==> src/ats_pkg.sv <==
// Constants and types shared by the transmit status flag block
// Operation
// RL1 - A hardware set in the same cycle as a software clear wins; interrupt reasserts.
// RL2 - Bit 8 reads the OR of underflow, early sync, clock failure, DMA error.
// RL3 - Bit 6 sets on a new frame sync and reads 0 otherwise.
// RL4 - Event flags clear only by writing 1; writing 0 leaves them alone.
// RL5 - Interrupt is high while any flag is set with its enable set.
// RL6 - Bit 5 sets when the holding buffer is copied into the shift register.
// RL7 - Bit 5 reads 0 once the holding buffer has been written. A write in the cycle of a copy or serializer release leaves bit 5 set.
// RL8 - Bit 5 also sets when the serializers leave reset.
// RL9 - Every setting of bit 5 issues a DMA event, whatever the enables.
// RL10 - Bit 4 sets with bit 5 when the current slot is the final one.
// RL11 - Read-only bit 3 is the slot counter LSB; 1 means even slot.
// RL12 - Bit 1 sets when a frame sync comes earlier than expected.
// RL13 - Bit 0 sets on a copy request when the buffer got no new data.
// RL14 - Reserved bits 31-9, 7 and 2 read 0; writes to them do nothing.
// RL15 - Software writes 0 into every reserved bit position.
// RL16 - Enable bits: frame start 7, buffer empty 5, final slot 4, sync 1, underflow 0.
// RL17 - Clock failure and DMA error arrive as level inputs from outside.
package ats_pkg;
  localparam int ADDR_W = 8;
  localparam int DATA_W = 32;
  localparam int SLOT_W = 9;
  localparam int NUM_FLAGS = 5;

  // Register byte offsets
  localparam logic [ADDR_W-1:0] OFS_TX_INTERRUPT_ENABLES = 8'hbc;
  localparam logic [ADDR_W-1:0] OFS_TRANSMIT_STATUS = 8'hc0;
  localparam logic [ADDR_W-1:0] OFS_TX_FLAG_CLEAR = 8'hd0;

  // Bit positions in the status and enable words
  localparam int BIT_UNDERFLOW = 0;
  localparam int BIT_EARLY_SYNC = 1;
  localparam int BIT_SLOT_PARITY = 3;
  localparam int BIT_FINAL_SLOT = 4;
  localparam int BIT_BUF_EMPTY = 5;
  localparam int BIT_FRAME_START = 6;
  localparam int BIT_EN_FRAME_START = 7;
  localparam int BIT_ERROR_SUMMARY = 8;

  // Index of each event flag inside the sticky bank
  localparam int FLG_UNDERFLOW = 0;
  localparam int FLG_EARLY_SYNC = 1;
  localparam int FLG_FINAL_SLOT = 2;
  localparam int FLG_BUF_EMPTY = 3;
  localparam int FLG_FRAME_START = 4;

  // Reset values
  localparam logic [NUM_FLAGS-1:0] RST_FLAGS = 5'h00;
  localparam logic [NUM_FLAGS-1:0] RST_ENABLES = 5'h00;
  localparam logic [DATA_W-1:0] RST_RDATA = 32'h0000_0000;
  localparam logic RST_BUF_FULL = 1'b0;
  localparam logic RST_RELEASE = 1'b0;

  typedef logic [NUM_FLAGS-1:0] ats_flags_t;
endpackage

==> src/ats_flag_if.sv <==
// Set, clear and state lines of the sticky event flag bank
`timescale 1ns/1ps
interface ats_flag_if;
  import ats_pkg::*;
  ats_flags_t set;
  ats_flags_t clr;
  ats_flags_t flags;
  ats_flags_t fresh;
  modport ctrl (output set, output clr, input flags, input fresh);
  modport bank (input set, input clr, output flags, output fresh);
endinterface

==> src/ats_tx_status.sv <==
// Transmit status flags, interrupt enables and DMA event of the audio port
`timescale 1ns/1ps
module ats_tx_status
  import ats_pkg::*;
(
  input wire logic CLK_IN,
  input wire logic SYS_RST_IN,
  input wire logic [ats_pkg::ADDR_W-1:0] REG_ADDR_IN,
  input wire logic [ats_pkg::DATA_W-1:0] REG_WDATA_IN,
  input wire logic REG_WR_IN,
  input wire logic REG_RD_IN,
  output logic [ats_pkg::DATA_W-1:0] REG_RDATA_OUT,
  input wire logic TX_FRAME_SYNC_IN,
  input wire logic TX_SYNC_EARLY_IN,
  input wire logic TX_COPY_REQ_IN,
  input wire logic TX_BUF_WRITE_IN,
  input wire logic TX_SER_RUN_IN,
  input wire logic TX_FINAL_SLOT_IN,
  input wire logic [ats_pkg::SLOT_W-1:0] TX_SLOT_COUNT_IN,
  input wire logic TX_CLOCK_FAILURE_IN,
  input wire logic TX_DMA_ERROR_IN,
  output logic TX_INTERRUPT_OUT,
  output logic TX_INT_REQ_OUT,
  output logic TX_DMA_EVENT_OUT,
  output logic TX_BUF_FULL_OUT
);
  import ats_pkg::*;

  typedef struct packed {
    logic [DATA_W-1:0] rdata;
    ats_flags_t enables;
    logic buf_full;
    logic ser_run_prev;
    logic dma_event;
    logic int_req;
    logic int_level;
  } ats_top_state_t;

  ats_top_state_t st_q;
  ats_top_state_t st_d;

  ats_flag_if flag_bus ();

  ats_sticky_bank u_bank (
    .clk_in(CLK_IN),
    .rst_in(SYS_RST_IN),
    .port(flag_bus.bank)
  );

  // Place the five event flags at their status bit positions
  function automatic logic [DATA_W-1:0] flags_to_status(input ats_flags_t f);
    logic [DATA_W-1:0] w;
    w = '0;
    w[BIT_UNDERFLOW] = f[FLG_UNDERFLOW];
    w[BIT_EARLY_SYNC] = f[FLG_EARLY_SYNC];
    w[BIT_FINAL_SLOT] = f[FLG_FINAL_SLOT];
    w[BIT_BUF_EMPTY] = f[FLG_BUF_EMPTY];
    w[BIT_FRAME_START] = f[FLG_FRAME_START];
    return w;
  endfunction

  // Pick the five event bits out of a status-layout word
  function automatic ats_flags_t status_to_flags(input logic [DATA_W-1:0] w);
    ats_flags_t f;
    f = '0;
    f[FLG_UNDERFLOW] = w[BIT_UNDERFLOW];
    f[FLG_EARLY_SYNC] = w[BIT_EARLY_SYNC];
    f[FLG_FINAL_SLOT] = w[BIT_FINAL_SLOT];
    f[FLG_BUF_EMPTY] = w[BIT_BUF_EMPTY];
    f[FLG_FRAME_START] = w[BIT_FRAME_START];
    return f;
  endfunction

  // Enable word places the event bits as status does, except frame start at bit 7
  function automatic logic [DATA_W-1:0] enables_to_word(input ats_flags_t e);
    logic [DATA_W-1:0] w;
    w = '0;
    w[BIT_UNDERFLOW] = e[FLG_UNDERFLOW];
    w[BIT_EARLY_SYNC] = e[FLG_EARLY_SYNC];
    w[BIT_FINAL_SLOT] = e[FLG_FINAL_SLOT];
    w[BIT_BUF_EMPTY] = e[FLG_BUF_EMPTY];
    w[BIT_EN_FRAME_START] = e[FLG_FRAME_START];
    return w;
  endfunction

  function automatic ats_flags_t word_to_enables(input logic [DATA_W-1:0] w);
    ats_flags_t e;
    e = '0;
    e[FLG_UNDERFLOW] = w[BIT_UNDERFLOW];
    e[FLG_EARLY_SYNC] = w[BIT_EARLY_SYNC];
    e[FLG_FINAL_SLOT] = w[BIT_FINAL_SLOT];
    e[FLG_BUF_EMPTY] = w[BIT_BUF_EMPTY];
    e[FLG_FRAME_START] = w[BIT_EN_FRAME_START];
    return e;
  endfunction

  logic ser_release;
  logic buf_copy;
  logic buf_empty_set;
  logic underflow_set;
  logic error_summary;
  logic slot_parity;
  logic wr_status;
  logic wr_clear;
  logic wr_enables;
  ats_flags_t sw_clear;
  ats_flags_t hw_set;
  ats_flags_t buf_write_clear;
  logic [DATA_W-1:0] status_word;

  // Serializers leave reset on the rising edge of the run level
  assign ser_release = TX_SER_RUN_IN & ~st_q.ser_run_prev;

  assign buf_copy = TX_COPY_REQ_IN;

  // A write landing with the copy counts as fresh data
  assign underflow_set = buf_copy & ~st_q.buf_full & ~TX_BUF_WRITE_IN; // RL13

  assign buf_empty_set = buf_copy | ser_release; // RL6 RL8

  always_comb
  begin
    hw_set = '0;
    hw_set[FLG_FRAME_START] = TX_FRAME_SYNC_IN; // RL3
    hw_set[FLG_BUF_EMPTY] = buf_empty_set; // RL6
    hw_set[FLG_FINAL_SLOT] = buf_empty_set & TX_FINAL_SLOT_IN; // RL10
    hw_set[FLG_EARLY_SYNC] = TX_SYNC_EARLY_IN; // RL12
    hw_set[FLG_UNDERFLOW] = underflow_set; // RL13
  end

  assign wr_status = REG_WR_IN & (REG_ADDR_IN == OFS_TRANSMIT_STATUS);
  assign wr_clear = REG_WR_IN & (REG_ADDR_IN == OFS_TX_FLAG_CLEAR);
  assign wr_enables = REG_WR_IN & (REG_ADDR_IN == OFS_TX_INTERRUPT_ENABLES);

  // Only ones clear; reserved and read-only positions are not decoded
  assign sw_clear = (wr_status | wr_clear) ?
                    status_to_flags(REG_WDATA_IN) : '0; // RL4 RL14

  // Filling the holding buffer withdraws the buffer empty flag unless a copy or release sets it in the same cycle
  always_comb
  begin
    buf_write_clear = '0;
    buf_write_clear[FLG_BUF_EMPTY] = TX_BUF_WRITE_IN; // RL7
  end

  assign flag_bus.set = hw_set;
  assign flag_bus.clr = sw_clear | buf_write_clear;

  assign error_summary = flag_bus.flags[FLG_UNDERFLOW]
                       | flag_bus.flags[FLG_EARLY_SYNC]
                       | TX_CLOCK_FAILURE_IN
                       | TX_DMA_ERROR_IN; // RL2 RL17

  assign slot_parity = TX_SLOT_COUNT_IN[0]; // RL11

  always_comb
  begin
    status_word = flags_to_status(flag_bus.flags);
    status_word[BIT_SLOT_PARITY] = slot_parity; // RL11
    status_word[BIT_ERROR_SUMMARY] = error_summary; // RL2
  end

  always_comb
  begin
    st_d = st_q;
    st_d.ser_run_prev = TX_SER_RUN_IN;

    // Holding buffer occupancy; a write beats a copy in the same cycle
    if (TX_BUF_WRITE_IN)
      st_d.buf_full = 1'b1;
    else if (buf_copy)
      st_d.buf_full = 1'b0;

    // Every setting of the empty flag asks the DMA for data
    st_d.dma_event = buf_empty_set; // RL9

    if (wr_enables)
      st_d.enables = word_to_enables(REG_WDATA_IN); // RL16

    // One-cycle request on each enabled set, even over a standing flag
    st_d.int_req = |(flag_bus.fresh & st_q.enables); // RL1

    // Level trails the flags by one cycle, so a clear drops it a cycle late
    st_d.int_level = |(flag_bus.flags & st_q.enables); // RL5

    st_d.rdata = '0;
    if (REG_RD_IN)
    begin
      unique case (REG_ADDR_IN)
        OFS_TRANSMIT_STATUS:
          st_d.rdata = status_word; // RL14
        OFS_TX_INTERRUPT_ENABLES:
          st_d.rdata = enables_to_word(st_q.enables);
        default:
          st_d.rdata = '0;
      endcase
    end
  end

  always_ff @(posedge CLK_IN)
  begin
    if (SYS_RST_IN)
    begin
      st_q <= '{rdata: RST_RDATA,
                enables: RST_ENABLES,
                buf_full: RST_BUF_FULL,
                ser_run_prev: RST_RELEASE,
                dma_event: 1'b0,
                int_req: 1'b0,
                int_level: 1'b0};
    end
    else
    begin
      st_q <= st_d;
    end
  end

  assign REG_RDATA_OUT = st_q.rdata;
  assign TX_INTERRUPT_OUT = st_q.int_level; // RL5
  assign TX_INT_REQ_OUT = st_q.int_req; // RL1
  assign TX_DMA_EVENT_OUT = st_q.dma_event; // RL9
  assign TX_BUF_FULL_OUT = st_q.buf_full;
endmodule

==> src/ats_sticky_bank.sv <==
// Bank of sticky event flags where a set beats a clear
`timescale 1ns/1ps
module ats_sticky_bank
  import ats_pkg::*;
(
  input wire logic clk_in,
  input wire logic rst_in,
  ats_flag_if.bank port
);
  typedef struct packed {
    ats_flags_t flags;
  } ats_bank_state_t;

  ats_bank_state_t st_q;
  ats_bank_state_t st_d;

  always_comb
  begin
    st_d = st_q;
    for (int i = 0; i < NUM_FLAGS; i++)
    begin
      // Clear first, set last, so a set in the clear cycle survives
      if (port.clr[i])
        st_d.flags[i] = 1'b0; // RL4
      if (port.set[i])
        st_d.flags[i] = 1'b1; // RL1
    end
  end

  always_ff @(posedge clk_in)
  begin
    if (rst_in)
      st_q <= '{flags: RST_FLAGS};
    else
      st_q <= st_d;
  end

  assign port.flags = st_q.flags;
  // A set reaches the interrupt logic again even if the flag already stood
  assign port.fresh = port.set;
endmodule

==> config.mk <==
export PLATFORM = sky130hd
export DESIGN_NAME = ats_tx_status
export DESIGN_NICKNAME = d
export VERILOG_FILES = /design/src/ats_pkg.sv /design/src/ats_flag_if.sv /design/src/ats_tx_status.sv /design/src/ats_sticky_bank.sv
export SDC_FILE = /design/constraint.sdc
export NUM_CORES = 1
export LEC_CHECK = 0
export ABC_AREA = 1
export BUFFER_PORTS_ARGS = -buffer_cell sky130_fd_sc_hd__buf_2
export CORE_MARGIN = 3
export CORE_UTILIZATION = 42
export CTS_CLUSTER_DIAMETER = 120
export CTS_CLUSTER_SIZE = 10
export DETAILED_ROUTE_END_ITERATION = 8
export PLACE_DENSITY_LB_ADDON = 0.3
export RECOVER_POWER = 50
export SYNTH_ARGS = -nofsm -noshare
export SYNTH_HDL_FRONTEND = slang
export SYNTH_SLANG_ARGS = --single-unit
export TNS_END_PERCENT = 100
==> constraint.sdc <==
create_clock -name CLK_IN -period 2.2 [get_ports CLK_IN]
set_clock_uncertainty 0.2 [all_clocks]
set_input_delay 0.66 -clock CLK_IN [delete_from_list [all_inputs] [get_ports CLK_IN]]
set_output_delay 0.66 -clock CLK_IN [all_outputs]
set_load 0.03 [all_outputs]
# == Word level (Yosys, flattened, before mapping) ==
# Index checks and enable logic that the tools add are counted.
# op_classes
eq_ne,3
n_mux,14
n_reduce_logical,9
bitwise,19
# ops
op,count
$eq 8x8->1 const B,3
$pmux 9 s2,1
$mux 1,12
$reduce_bool 2->1,6
$and 5x5->5,2
$reduce_or 5->1,2
$and 1x1->1,7
$mux 5,1
$or 1x1->1,5
$or 5x4->5,1
$not 1->1,4
$reduce_or 2->1,1
# word_totals
output_inout_bits,36
in_bits,61
ff_bits,47

# == Longest topological paths before layout ==
# Gate-level depths: netlist of run 1.
# logic_depth
ltp_word,7
mapped_depth,7
mapped_depth_nobuf,7

# == Cells and area by module ==
# Synthesis of run 1 repeated with hierarchy kept, for this count alone.
# hier_totals
hier_cells,189
hier_area_um2,1358.8
# by_module_without_submodules
module,instances,area_per_inst_um2,cells_each
ats_tx_status,1,1139.8,159
ats_sticky_bank,1,219.0,30

# == Worst setup path after synthesis of run 1 ==
# No wires, ideal clock.
# synth_timing
kind,input port to flip-flop
start,in REG_ADDR_IN[0] in the netlist's numbering
end,reg st_q[5] in the netlist's numbering
stages,6
slack_ns,0.706
setup_ns,0.113
arrival_time_ns,1.181
t_required_ns,1.887
n_path_buf,0
path_cell_list,inv_1 > nand2_4 > nor2_8 > nand3_4 > nor2_1 > nor2_1
# synth_between
elab_chain_cells,2
# synth_lines
item,line,source
start: declaration,ats_tx_status.sv:8,"input wire logic [ats_pkg::ADDR_W-1:0] REG_ADDR_IN,"
$eq 8x8->1,ats_tx_status.sv:133,assign wr_enables = REG_WR_IN & (REG_ADDR_IN == OFS_TX_INTERRUPT_ENABLES);
$and 1x1->1,ats_tx_status.sv:133,
end signal: assignment,ats_tx_status.sv:204,"st_q <= '{rdata: RST_RDATA,"
end signal: assignment,ats_tx_status.sv:214,st_q <= st_d;
end: declaration,ats_tx_status.sv:39,ats_top_state_t st_q;
# Every way passes these cells.
# A chain may end at the register's enable or synchronous reset.

# == Worst setup path after layout of run 1 ==
# layout_timing
start,in SYS_RST_IN
end,"reg st_q, in the netlist REG_RDATA_OUT[4]"
# layout_between
elab_chain_cells,1
# layout_lines
item,line,source
start: declaration,ats_tx_status.sv:7,"input wire logic SYS_RST_IN,"
$reduce_or 2->1 (no line),--,
# Every way passes these cells.

==> flow_summary.json, run 1 <==
{
  "outcome": "finished, final reports clean",
  "cts_tree": "built",
  "fin_cells": 235,
  "finalPower_w": 0.0007649,
  "ir_drop_mv": 0.4296,
  "first_iter_violations": 11,
  "wirelength_microns": 2294,
  "core_sq_um": 2805,
  "ys_types": 22,
  "grt_max_degree": 13,
  "use_met1": 0.1505,
  "fin_nets": 266,
  "htree_levels": 1,
  "post_drt_wl_per_cell_microns": 9.762,
  "p_leak_nw": 0.7457,
  "vias": 987,
  "rsz0062_at_grt": "no",
  "fin_crit_sh": 0.8140,
  "yosysWarnings": 0,
  "synthTopCellsByArea": "dfxtp_1 (37%), buf_4 (19%), nand2_1 (8.4%)",
  "powerDensity_nw_per_um2": 570.3,
  "required_ns": 2.20,
  "cts_root_buf": "clkbuf_4",
  "ant_nets": 0,
  "grt_use_total": 0.1267,
  "synth_area_sq_um": 1251,
  "grt_pass1_wl_microns": 3525,
  "dieArea_sq_um": 3670,
  "dp.cells": 231,
  "yosysTopAreaCellShare": 0.3680,
  "worstSetupPathType": "in2reg",
  "synth_edf_count": 0,
  "fillers": 310,
  "clock_path_buffers": 2,
  "top_usage_layer": "met2",
  "dp_slack_ns": 0.3454,
  "cp.arrival_ns": 1.79,
  "synth-seq-area-share": 0.3680,
  "post-route-min-period_ns": 1.791,
  "ys_ff_latch": 23,
  "dr.pass1.iters": 4,
  "postCtsSetupRepairBufs": 0,
  "synthCells": 172,
  "floorplan.rows": 19,
  "slew_viol_final": 0,
  "synth-async-reset-ratio": 0,
  "fin_util": 0.4781,
  "numClockSinks": 23,
  "critPathMaxFanout": 11,
  "route.detailed.drc": 0,
  "die_height_microns": 60.58,
  "synth_top_cell_by_area": "dfxtp_1",
  "grt_pass1_vias": 880,
  "syn-mean-instance-area_sq_um": 7.274,
  "die_x_microns": 60.58,
  "use_met2": 0.2260,
  "drive_gt1_frac": 0.2255,
  "cts.repair.resized": 0,
  "ios": 97,
  "portBuffers": 38,
  "n_antenna_cell": 0,
  "clk_pin_slew_ns": 0.12,
  "max_freq_ghz": 0.5584,
  "antenna_found_initial": 0,
  "end_kind": "register",
  "cts_hold_buf": 0,
  "vias_per_cell": 4.200,
  "ys.flop_type": "dfxtp_1",
  "setup_slack_ns": 0.4092,
  "yosys-top-cells-count": "buf_4 (32), nand2_1 (28), inv_1 (27)",
  "areaGrowthSynthToFinish_pct": 7.200,
  "hold_viol": 0,
  "grt_overflow": 0,
  "drv_cap": 0,
  "setup_tns_ns": 0,
  "finalSetupViolCount": 0,
  "place.detailed.hpwl_microns": 1841,
  "start_kind": "input pin",
  "numCtsBuffers": 3,
  "yosysMostFrequentCell": "buf_4",
  "gr-usage-met3": 0.04255,
  "hold_path_class": "reg2reg",
  "insertion_delay_ns": 0.31,
  "start_util": 0.4460,
  "place.gp.congestion": 0.8106
}
-- cells in the final DEF (no fill, tap or decap), drive strengths merged --
cell type and count:
nor2 24, inv 28, o21ai 8, a21oi 7
conb 24, nand4 4, o22ai 1, nand3 10
clkbuf 6, buf 36, nor3 3, dfxtp 23
nand2 30
-- worst max-delay path, stage by stage --
cell and delay [ns]:
clkbuf_1 0.36, inv_1 0.23, nand2_1 0.18, nor3_2 0.05, nand3_1 0.22, o21ai_1 0.09
-- cells by family (layout without fill, tap and decap cells) --
logic type / after synthesis / count (layout) / synth area share
AND/OR/NAND/NOR: 71 / 71 / 0.2850
buffers and inverters: 61 / 70 / 0.2790
flip-flops: 23 / 23 / 0.3680
AO/OA/AOI/OAI: 16 / 16 / 0.06500
other: 1 / 24 / 0.002997
-- final timing paths --
path                                             to  cells after the start  slack, ns                              start
setup / recovery        REG_RDATA_OUT[4]$_SDFF_PP0_                      6       0.41                         SYS_RST_IN
hold / removal    u_bank.port.flags[4]$_SDFFE_PP0P_                      2       0.27  u_bank.port.flags[4]$_SDFFE_PP0P_
setup reg to reg          TX_INT_REQ_OUT$_SDFF_PP0_                      5       1.01                 st_q[3]$_SDFF_PP0_
hold reg to reg   u_bank.port.flags[4]$_SDFFE_PP0P_                      2       0.27  u_bank.port.flags[4]$_SDFFE_PP0P_
-- layer usage --
layer	wire length [microns]	up-vias
li1	-	533
met1	1034	417
met4	0	0
met3	192	0
met2	1067	37
met5	0	-
-- final cells by class --
cell class | count | area (sq um) | area share
multi-input cells | 111 | 523.0 | 0.3899
repair buffers | 38 | 187.7 | 0.1399
flip-flops and latches | 23 | 460.4 | 0.3433
clock buffers | 4 | 26.28 | 0.01959
inverters | 28 | 105.1 | 0.07836
well taps | 31 | 38.79 | 0.02892
-- per-stage QoR --
stage	hold slack, ns	instance area [sq um]
6_report	0.2717	1341
5_1_grt	0.2967	1341
4_1_cts	0.2745	1349
3_5_place_dp	0.2547	1323
3_3_place_gp	0.2505	1323
2_1_floorplan	0.2311	1338
-- power breakdown --
group | switching (W) | leakage (nW) | internal (W)
clock | 0.000125 | 0.0150 | 0.0000708
sequential | 0.00000578 | 0.188 | 0.000427
combinational | 0.000105 | 0.543 | 0.0000315
-- flip-flops by register name, indices dropped and copies added, names as in the netlist --
| register | cells |
|---|---|
| REG_RDATA_OUT | 8 |
| TX_BUF_FULL_OUT | 1 |
| TX_DMA_EVENT_OUT | 1 |
| TX_INTERRUPT_OUT | 1 |
| TX_INT_REQ_OUT | 1 |
| st_q | 6 |
| u_bank.port.flags | 5 |
Note: power is estimated with default switching activity, not from simulation.
==> run 2, diff against run 1 <==
--- a/config.mk
+++ b/config.mk
@@ -8,7 +8,7 @@
 export ABC_AREA = 1
 export BUFFER_PORTS_ARGS = -buffer_cell sky130_fd_sc_hd__buf_2
 export CORE_MARGIN = 3
-export CORE_UTILIZATION = 42
+export CORE_UTILIZATION = 35
 export CTS_CLUSTER_DIAMETER = 120
 export CTS_CLUSTER_SIZE = 10
 export DETAILED_ROUTE_END_ITERATION = 8
==> constraint.sdc (replaced) <==
create_clock -name CLK_IN -period 1.45 [get_ports CLK_IN]
set_clock_uncertainty 0.2 [all_clocks]
set_input_delay 0.435 -clock CLK_IN [delete_from_list [all_inputs] [get_ports CLK_IN]]
set_output_delay 0.435 -clock CLK_IN [all_outputs]
set_load 0.03 [all_outputs]
==> flow_summary.json, run 2 (synthesis gave the netlist of run 1 again) <==
{
  "outcome": "finished, final reports clean",
  "htree_levels": 1,
  "max_freq_ghz": 0.6930,
  "fin_crit_sh": 0.9951,
  "hold_path_class": "in2reg",
  "finalSetupViolCount": 0,
  "first_iter_violations": 21,
  "postCtsSetupRepairBufs": 0,
  "die_height_microns": 65.79,
  "areaGrowthSynthToFinish_pct": 24.00,
  "route.detailed.drc": 0,
  "post-route-min-period_ns": 1.443,
  "grt_use_total": 0.1177,
  "ios": 97,
  "cp.arrival_ns": 0.81,
  "clock_path_buffers": 2,
  "grt_overflow": 0,
  "fin_nets": 276,
  "seq_area_sq_um": 471.7,
  "drive_gt1_frac": 0.3224,
  "required_ns": 0.82,
  "insertion_delay_ns": 0.31,
  "numClockSinks": 23,
  "place.detailed.hpwl_microns": 1990,
  "hold_viol": 0,
  "antenna_found_initial": 0,
  "final_cell_mix": "nand2_1 (28), inv_1 (27), buf_2 (26)",
  "worstSetupPathType": "reg2out",
  "ant_nets": 0,
  "final_common_cell": "nand2_1",
  "max_stage_delay_ns": 0.37,
  "vias_per_cell": 3.996,
  "start_util": 0.3691,
  "post_drt_wl_per_cell_microns": 9.323,
  "place.gp.congestion": 0.7977,
  "multi_input_area_sq_um": 528.0,
  "rrSetupSlack_ns": 0.32,
  "vias": 1039,
  "slew_viol_final": 0,
  "critPathMaxFanout": 3,
  "wirelength_microns": 2424,
  "dr.pass1.iters": 4,
  "end_kind": "primary output",
  "grt_max_degree": 14,
  "drv_cap": 0,
  "crit_chain": "buf_6",
  "ir_drop_mv": 0.5163,
  "setup_tns_ns": 0,
  "numCtsBuffers": 3,
  "crit_slowest_cell": "dfxtp_2",
  "fin_hold_ws_ns": 0.1208,
  "powerDensity_nw_per_um2": 765.4,
  "crit_buf_inv": 1,
  "cts_tree": "built",
  "start_kind": "register",
  "critical-path-top-delay-family": "flip-flops",
  "portBuffers": 38,
  "fillers": 377,
  "floorplan.rows": 21,
  "core_sq_um": 3390,
  "rsz0062_at_grt": "yes",
  "grt_pass1_vias": 934,
  "clk_pin_slew_ns": 0.12,
  "n_antenna_cell": 0,
  "cts_root_buf": "clkbuf_4",
  "p_leak_nw": 0.8197,
  "largest_register_ffs": 8,
  "die_x_microns": 65.79,
  "dieArea_sq_um": 4328,
  "grt_pass1_wl_microns": 3946
}
[run 2: cell count changes in the layout (fill, tap and decap cells not counted), sizes merged]
cell    before  now
buf         36   47
clkinv       0    1
clkbuf       6    4
[run 2: final timing paths]
path / to / start / cells after the start
max: TX_BUF_FULL_OUT / TX_BUF_FULL_OUT$_SDFFE_PP0P_ / 1
min: REG_RDATA_OUT[3]$_SDFF_PP0_ / TX_SLOT_COUNT_IN[0] / 3
max reg2reg: TX_INT_REQ_OUT$_SDFF_PP0_ / st_q[3]$_SDFF_PP0_ / 6
min reg2reg: REG_RDATA_OUT[6]$_SDFF_PP0_ / u_bank.port.flags[4]$_SDFFE_PP0P_ / 2
[run 2: timing repair]
| item | CTS | global route |
|---|---|---|
| gates cloned | 0 | 0 |
| endpoints found under the setup margin | 12 | 12 |
| resized for setup | 14 | 19 |
| hold buffers | 0 | 0 |
[run 2: power breakdown]
group          switching, W  internal (W)  leakage (nW)
sequential       0.00000974      0.000649         0.192
clock              0.000191      0.000103        0.0177
combinational      0.000163     0.0000716         0.610
total              0.000364      0.000824         0.820
[run 2: layer usage]
layer,vias up,global-route usage,wire length (microns)
li1,556,-,-
met1,444,0.1441,1014
met2,35,0.1940,1189
met3,4,0.04592,201
met4,0,0.02591,19
met5,-,0,0
[run 2: stage by stage]
stage	setup WS (ns)	utilization	std cells	total power (W)	cell area (sq um)
after global routing	-0.02919	0.4577	260	0.001251	1551
after CTS	-0.004078	0.4437	260	0.001203	1504
after global placement	-0.04643	0.4252	256	0.0009017	1441
after floorplan	0.1806	-	195	0.0008695	1338
final	0.007066	0.4577	260	0.001188	1551
after detailed placement	-0.06324	0.4252	256	0.0009031	1441
[run 2: area by class of cell]
| type | instances | area share |
|---|---|---|
| flip-flops and latches | 23 | 0.3040 |
| clock inverters | 1 | 0.003226 |
| repair buffers | 48 | 0.2331 |
| well taps | 46 | 0.03710 |
| clock buffers | 3 | 0.01452 |
| inverters | 28 | 0.06774 |
| multi-input cells | 111 | 0.3403 |
==> run 3, diff against run 2 <==
--- a/config.mk
+++ b/config.mk
@@ -8,7 +8,7 @@
 export ABC_AREA = 1
 export BUFFER_PORTS_ARGS = -buffer_cell sky130_fd_sc_hd__buf_2
 export CORE_MARGIN = 3
-export CORE_UTILIZATION = 35
+export CORE_UTILIZATION = 37
 export CTS_CLUSTER_DIAMETER = 120
 export CTS_CLUSTER_SIZE = 10
 export DETAILED_ROUTE_END_ITERATION = 8
@@ -16,5 +16,6 @@
 export RECOVER_POWER = 50
 export SYNTH_ARGS = -nofsm -noshare
 export SYNTH_HDL_FRONTEND = slang
+export SYNTH_HIERARCHICAL = 1
 export SYNTH_SLANG_ARGS = --single-unit
 export TNS_END_PERCENT = 100
==> flow_summary.json, run 3 <==
{
  "antenna_found_initial": 0,
  "ios": 97,
  "dieArea_sq_um": 4436,
  "drive_gt1_frac": 0.2655,
  "synth-compound-area-share": 0.04144,
  "yosysMostFrequentCell": "inv_1",
  "yosysWarnings": 6,
  "dr.pass1.iters": 4,
  "ys_ff_latch": 23,
  "numClockSinks": 23,
  "areaGrowthSynthToFinish_pct": 10.96,
  "powerDensity_nw_per_um2": 846.5,
  "numCtsBuffers": 3,
  "vias": 1060,
  "start_util": 0.3948,
  "post_drt_wl_per_cell_microns": 8.868,
  "hold_path_class": "in2reg",
  "final_cell_mix": "inv_1 (38), buf_2 (35), nand2_1 (30)",
  "grt_pass1_vias": 894,
  "slew_viol_final": 0,
  "max_freq_ghz": 0.7146,
  "portBuffers": 38,
  "critical-path-top-delay-family": "flip-flops",
  "required_ns": 0.82,
  "ant_nets": 0,
  "fin_crit_sh": 0.9651,
  "largest_register_ffs": 8,
  "whs_path_depth": 3,
  "cp.arrival_ns": 0.76,
  "wirelength_microns": 2412,
  "floorplan.rows": 21,
  "hold_viol": 0,
  "first_iter_violations": 37,
  "synth_top_cell_by_area": "dfxtp_1",
  "synth_top_family_by_area": "buffers and inverters",
  "grt_use_total": 0.1150,
  "clock_path_buffers": 2,
  "synth_edf_count": 0,
  "finalSetupViolCount": 0,
  "worstSetupPathDepth": 1,
  "core_sq_um": 3442,
  "reg2reg_depth": 7,
  "insertion_delay_ns": 0.26,
  "yosysTopAreaCellShare": 0.3389,
  "die_x_microns": 66.60,
  "post-route-min-period_ns": 1.399,
  "cts_root_buf": "clkbuf_8",
  "crit_buf_inv": 1,
  "yosys-top-cells-count": "inv_1 (38), buf_4 (37), nand2_1 (29)",
  "synth_mux_area_frac": 0,
  "crit_slowest_cell": "dfxtp_2",
  "setup_tns_ns": 0,
  "drv_cap": 0,
  "cts_tree": "built",
  "critPathMaxFanout": 3,
  "place.gp.congestion": 0.7847,
  "route.detailed.drc": 0,
  "grt_overflow": 0,
  "postCtsSetupRepairBufs": 0,
  "syn-mean-instance-area_sq_um": 7.189,
  "fin_nets": 288,
  "synthTopCellsByArea": "dfxtp_1 (34%), buf_4 (20%), inv_1 (10%)",
  "htree_levels": 1,
  "grt_max_degree": 14,
  "synthAdderAreaFrac": 0,
  "crit_chain": "buf_4",
  "die_height_microns": 66.60,
  "p_leak_nw": 0.8516,
  "max_stage_delay_ns": 0.34,
  "synthCells": 189,
  "synthXorXnorAreaFrac": 0,
  "end_kind": "primary output",
  "worstSetupPathType": "reg2out",
  "synth-async-reset-ratio": 0,
  "start_kind": "register",
  "final_common_cell": "inv_1",
  "outcome": "finished, final reports clean",
  "n_antenna_cell": 0,
  "synth-simple-area-share": 0.3048,
  "rsz0062_at_grt": "no",
  "cts_hold_buf": 0,
  "synth_area_sq_um": 1359,
  "synth-seq-area-share": 0.3389,
  "vias_per_cell": 3.897,
  "ys_types": 23,
  "final_area_sq_um": 1508,
  "dpl_cell_area_sq_um": 1483,
  "grt_pass1_wl_microns": 3850,
  "place.detailed.hpwl_microns": 1971,
  "ir_drop_mv": 0.5612,
  "ys.flop_type": "dfxtp_1",
  "clk_pin_slew_ns": 0.08
}
-- run 3: repair_timing --
item                       4_1_cts  5_1_grt
hold endpoints to repair         0        0
gates resized for setup          1        2
setup endpoints to repair        1        2
-- run 3: path summary, 6_finish.rpt --
path                                      from                          end  slack (ns)
max               TX_BUF_FULL_OUT$_SDFFE_PP0P_              TX_BUF_FULL_OUT        0.05
max reg2reg                 st_q[3]$_SDFF_PP0_    TX_INT_REQ_OUT$_SDFF_PP0_        0.25
min reg2reg  u_bank/port.flags[4]$_SDFFE_PP0P_  REG_RDATA_OUT[6]$_SDFF_PP0_        0.25
min                        TX_SLOT_COUNT_IN[0]  REG_RDATA_OUT[3]$_SDFF_PP0_        0.17
-- run 3: cells by family (layout without fill, tap and decap cells) --
| group | count (synthesis) | after routing |
|---|---|---|
| AOI/OAI and AO/OA | 10 | 10 |
| and+or+nand+nor | 79 | 79 |
| DFF | 23 | 23 |
| buffers and inverters | 76 | 90 |
| other | 1 | 24 |
-- run 3: area by class of cell --
cell class | instances | area (sq um)
Sequential cell | 23 | 461.7
Multi-Input combinational cell | 113 | 541.8
Tap cell | 46 | 57.56
Inverter | 39 | 146.4
Timing Repair Buffer | 47 | 254.0
Fill cell | 406 | 1934
Clock inverter | 1 | 5.005
Clock buffer | 3 | 41.29
-- run 3: power by group --
part           internal, W  switching, W
sequential        0.000647     0.0000132
clock             0.000192      0.000199
combinational    0.0000652      0.000159
total             0.000904      0.000372
-- run 3: through the flow --
| stage | total power [W] | hold slack, ns | worst slack (ns) | instances | util |
|---|---|---|---|---|---|
| 6_report | 0.001276 | 0.1750 | 0.05066 | 272 | 0.4380 |
| 5_1_grt | 0.001352 | 0.1816 | 0.006868 | 272 | 0.4380 |
| 4_1_cts | 0.001309 | 0.1630 | 0.008252 | 272 | 0.4449 |
| 3_5_place_dp | 0.0009048 | 0.2371 | -0.1372 | 268 | 0.4308 |
| 3_3_place_gp | 0.0009037 | 0.2344 | -0.1252 | 268 | 0.4308 |
| 2_1_floorplan | 0.0008837 | 0.2216 | 0.03039 | 212 | - |
-- run 3: per-layer routing --
layer / vias to the layer above / GRT usage / part of all wire
met1: 441 / 0.1414 / 0.45
met3: 3 / 0.04047 / 0.075
met5: - / 0 / 0
met2: 35 / 0.1894 / 0.47
met4: 0 / 0.03046 / 0.0079
li1: 581 / - / -
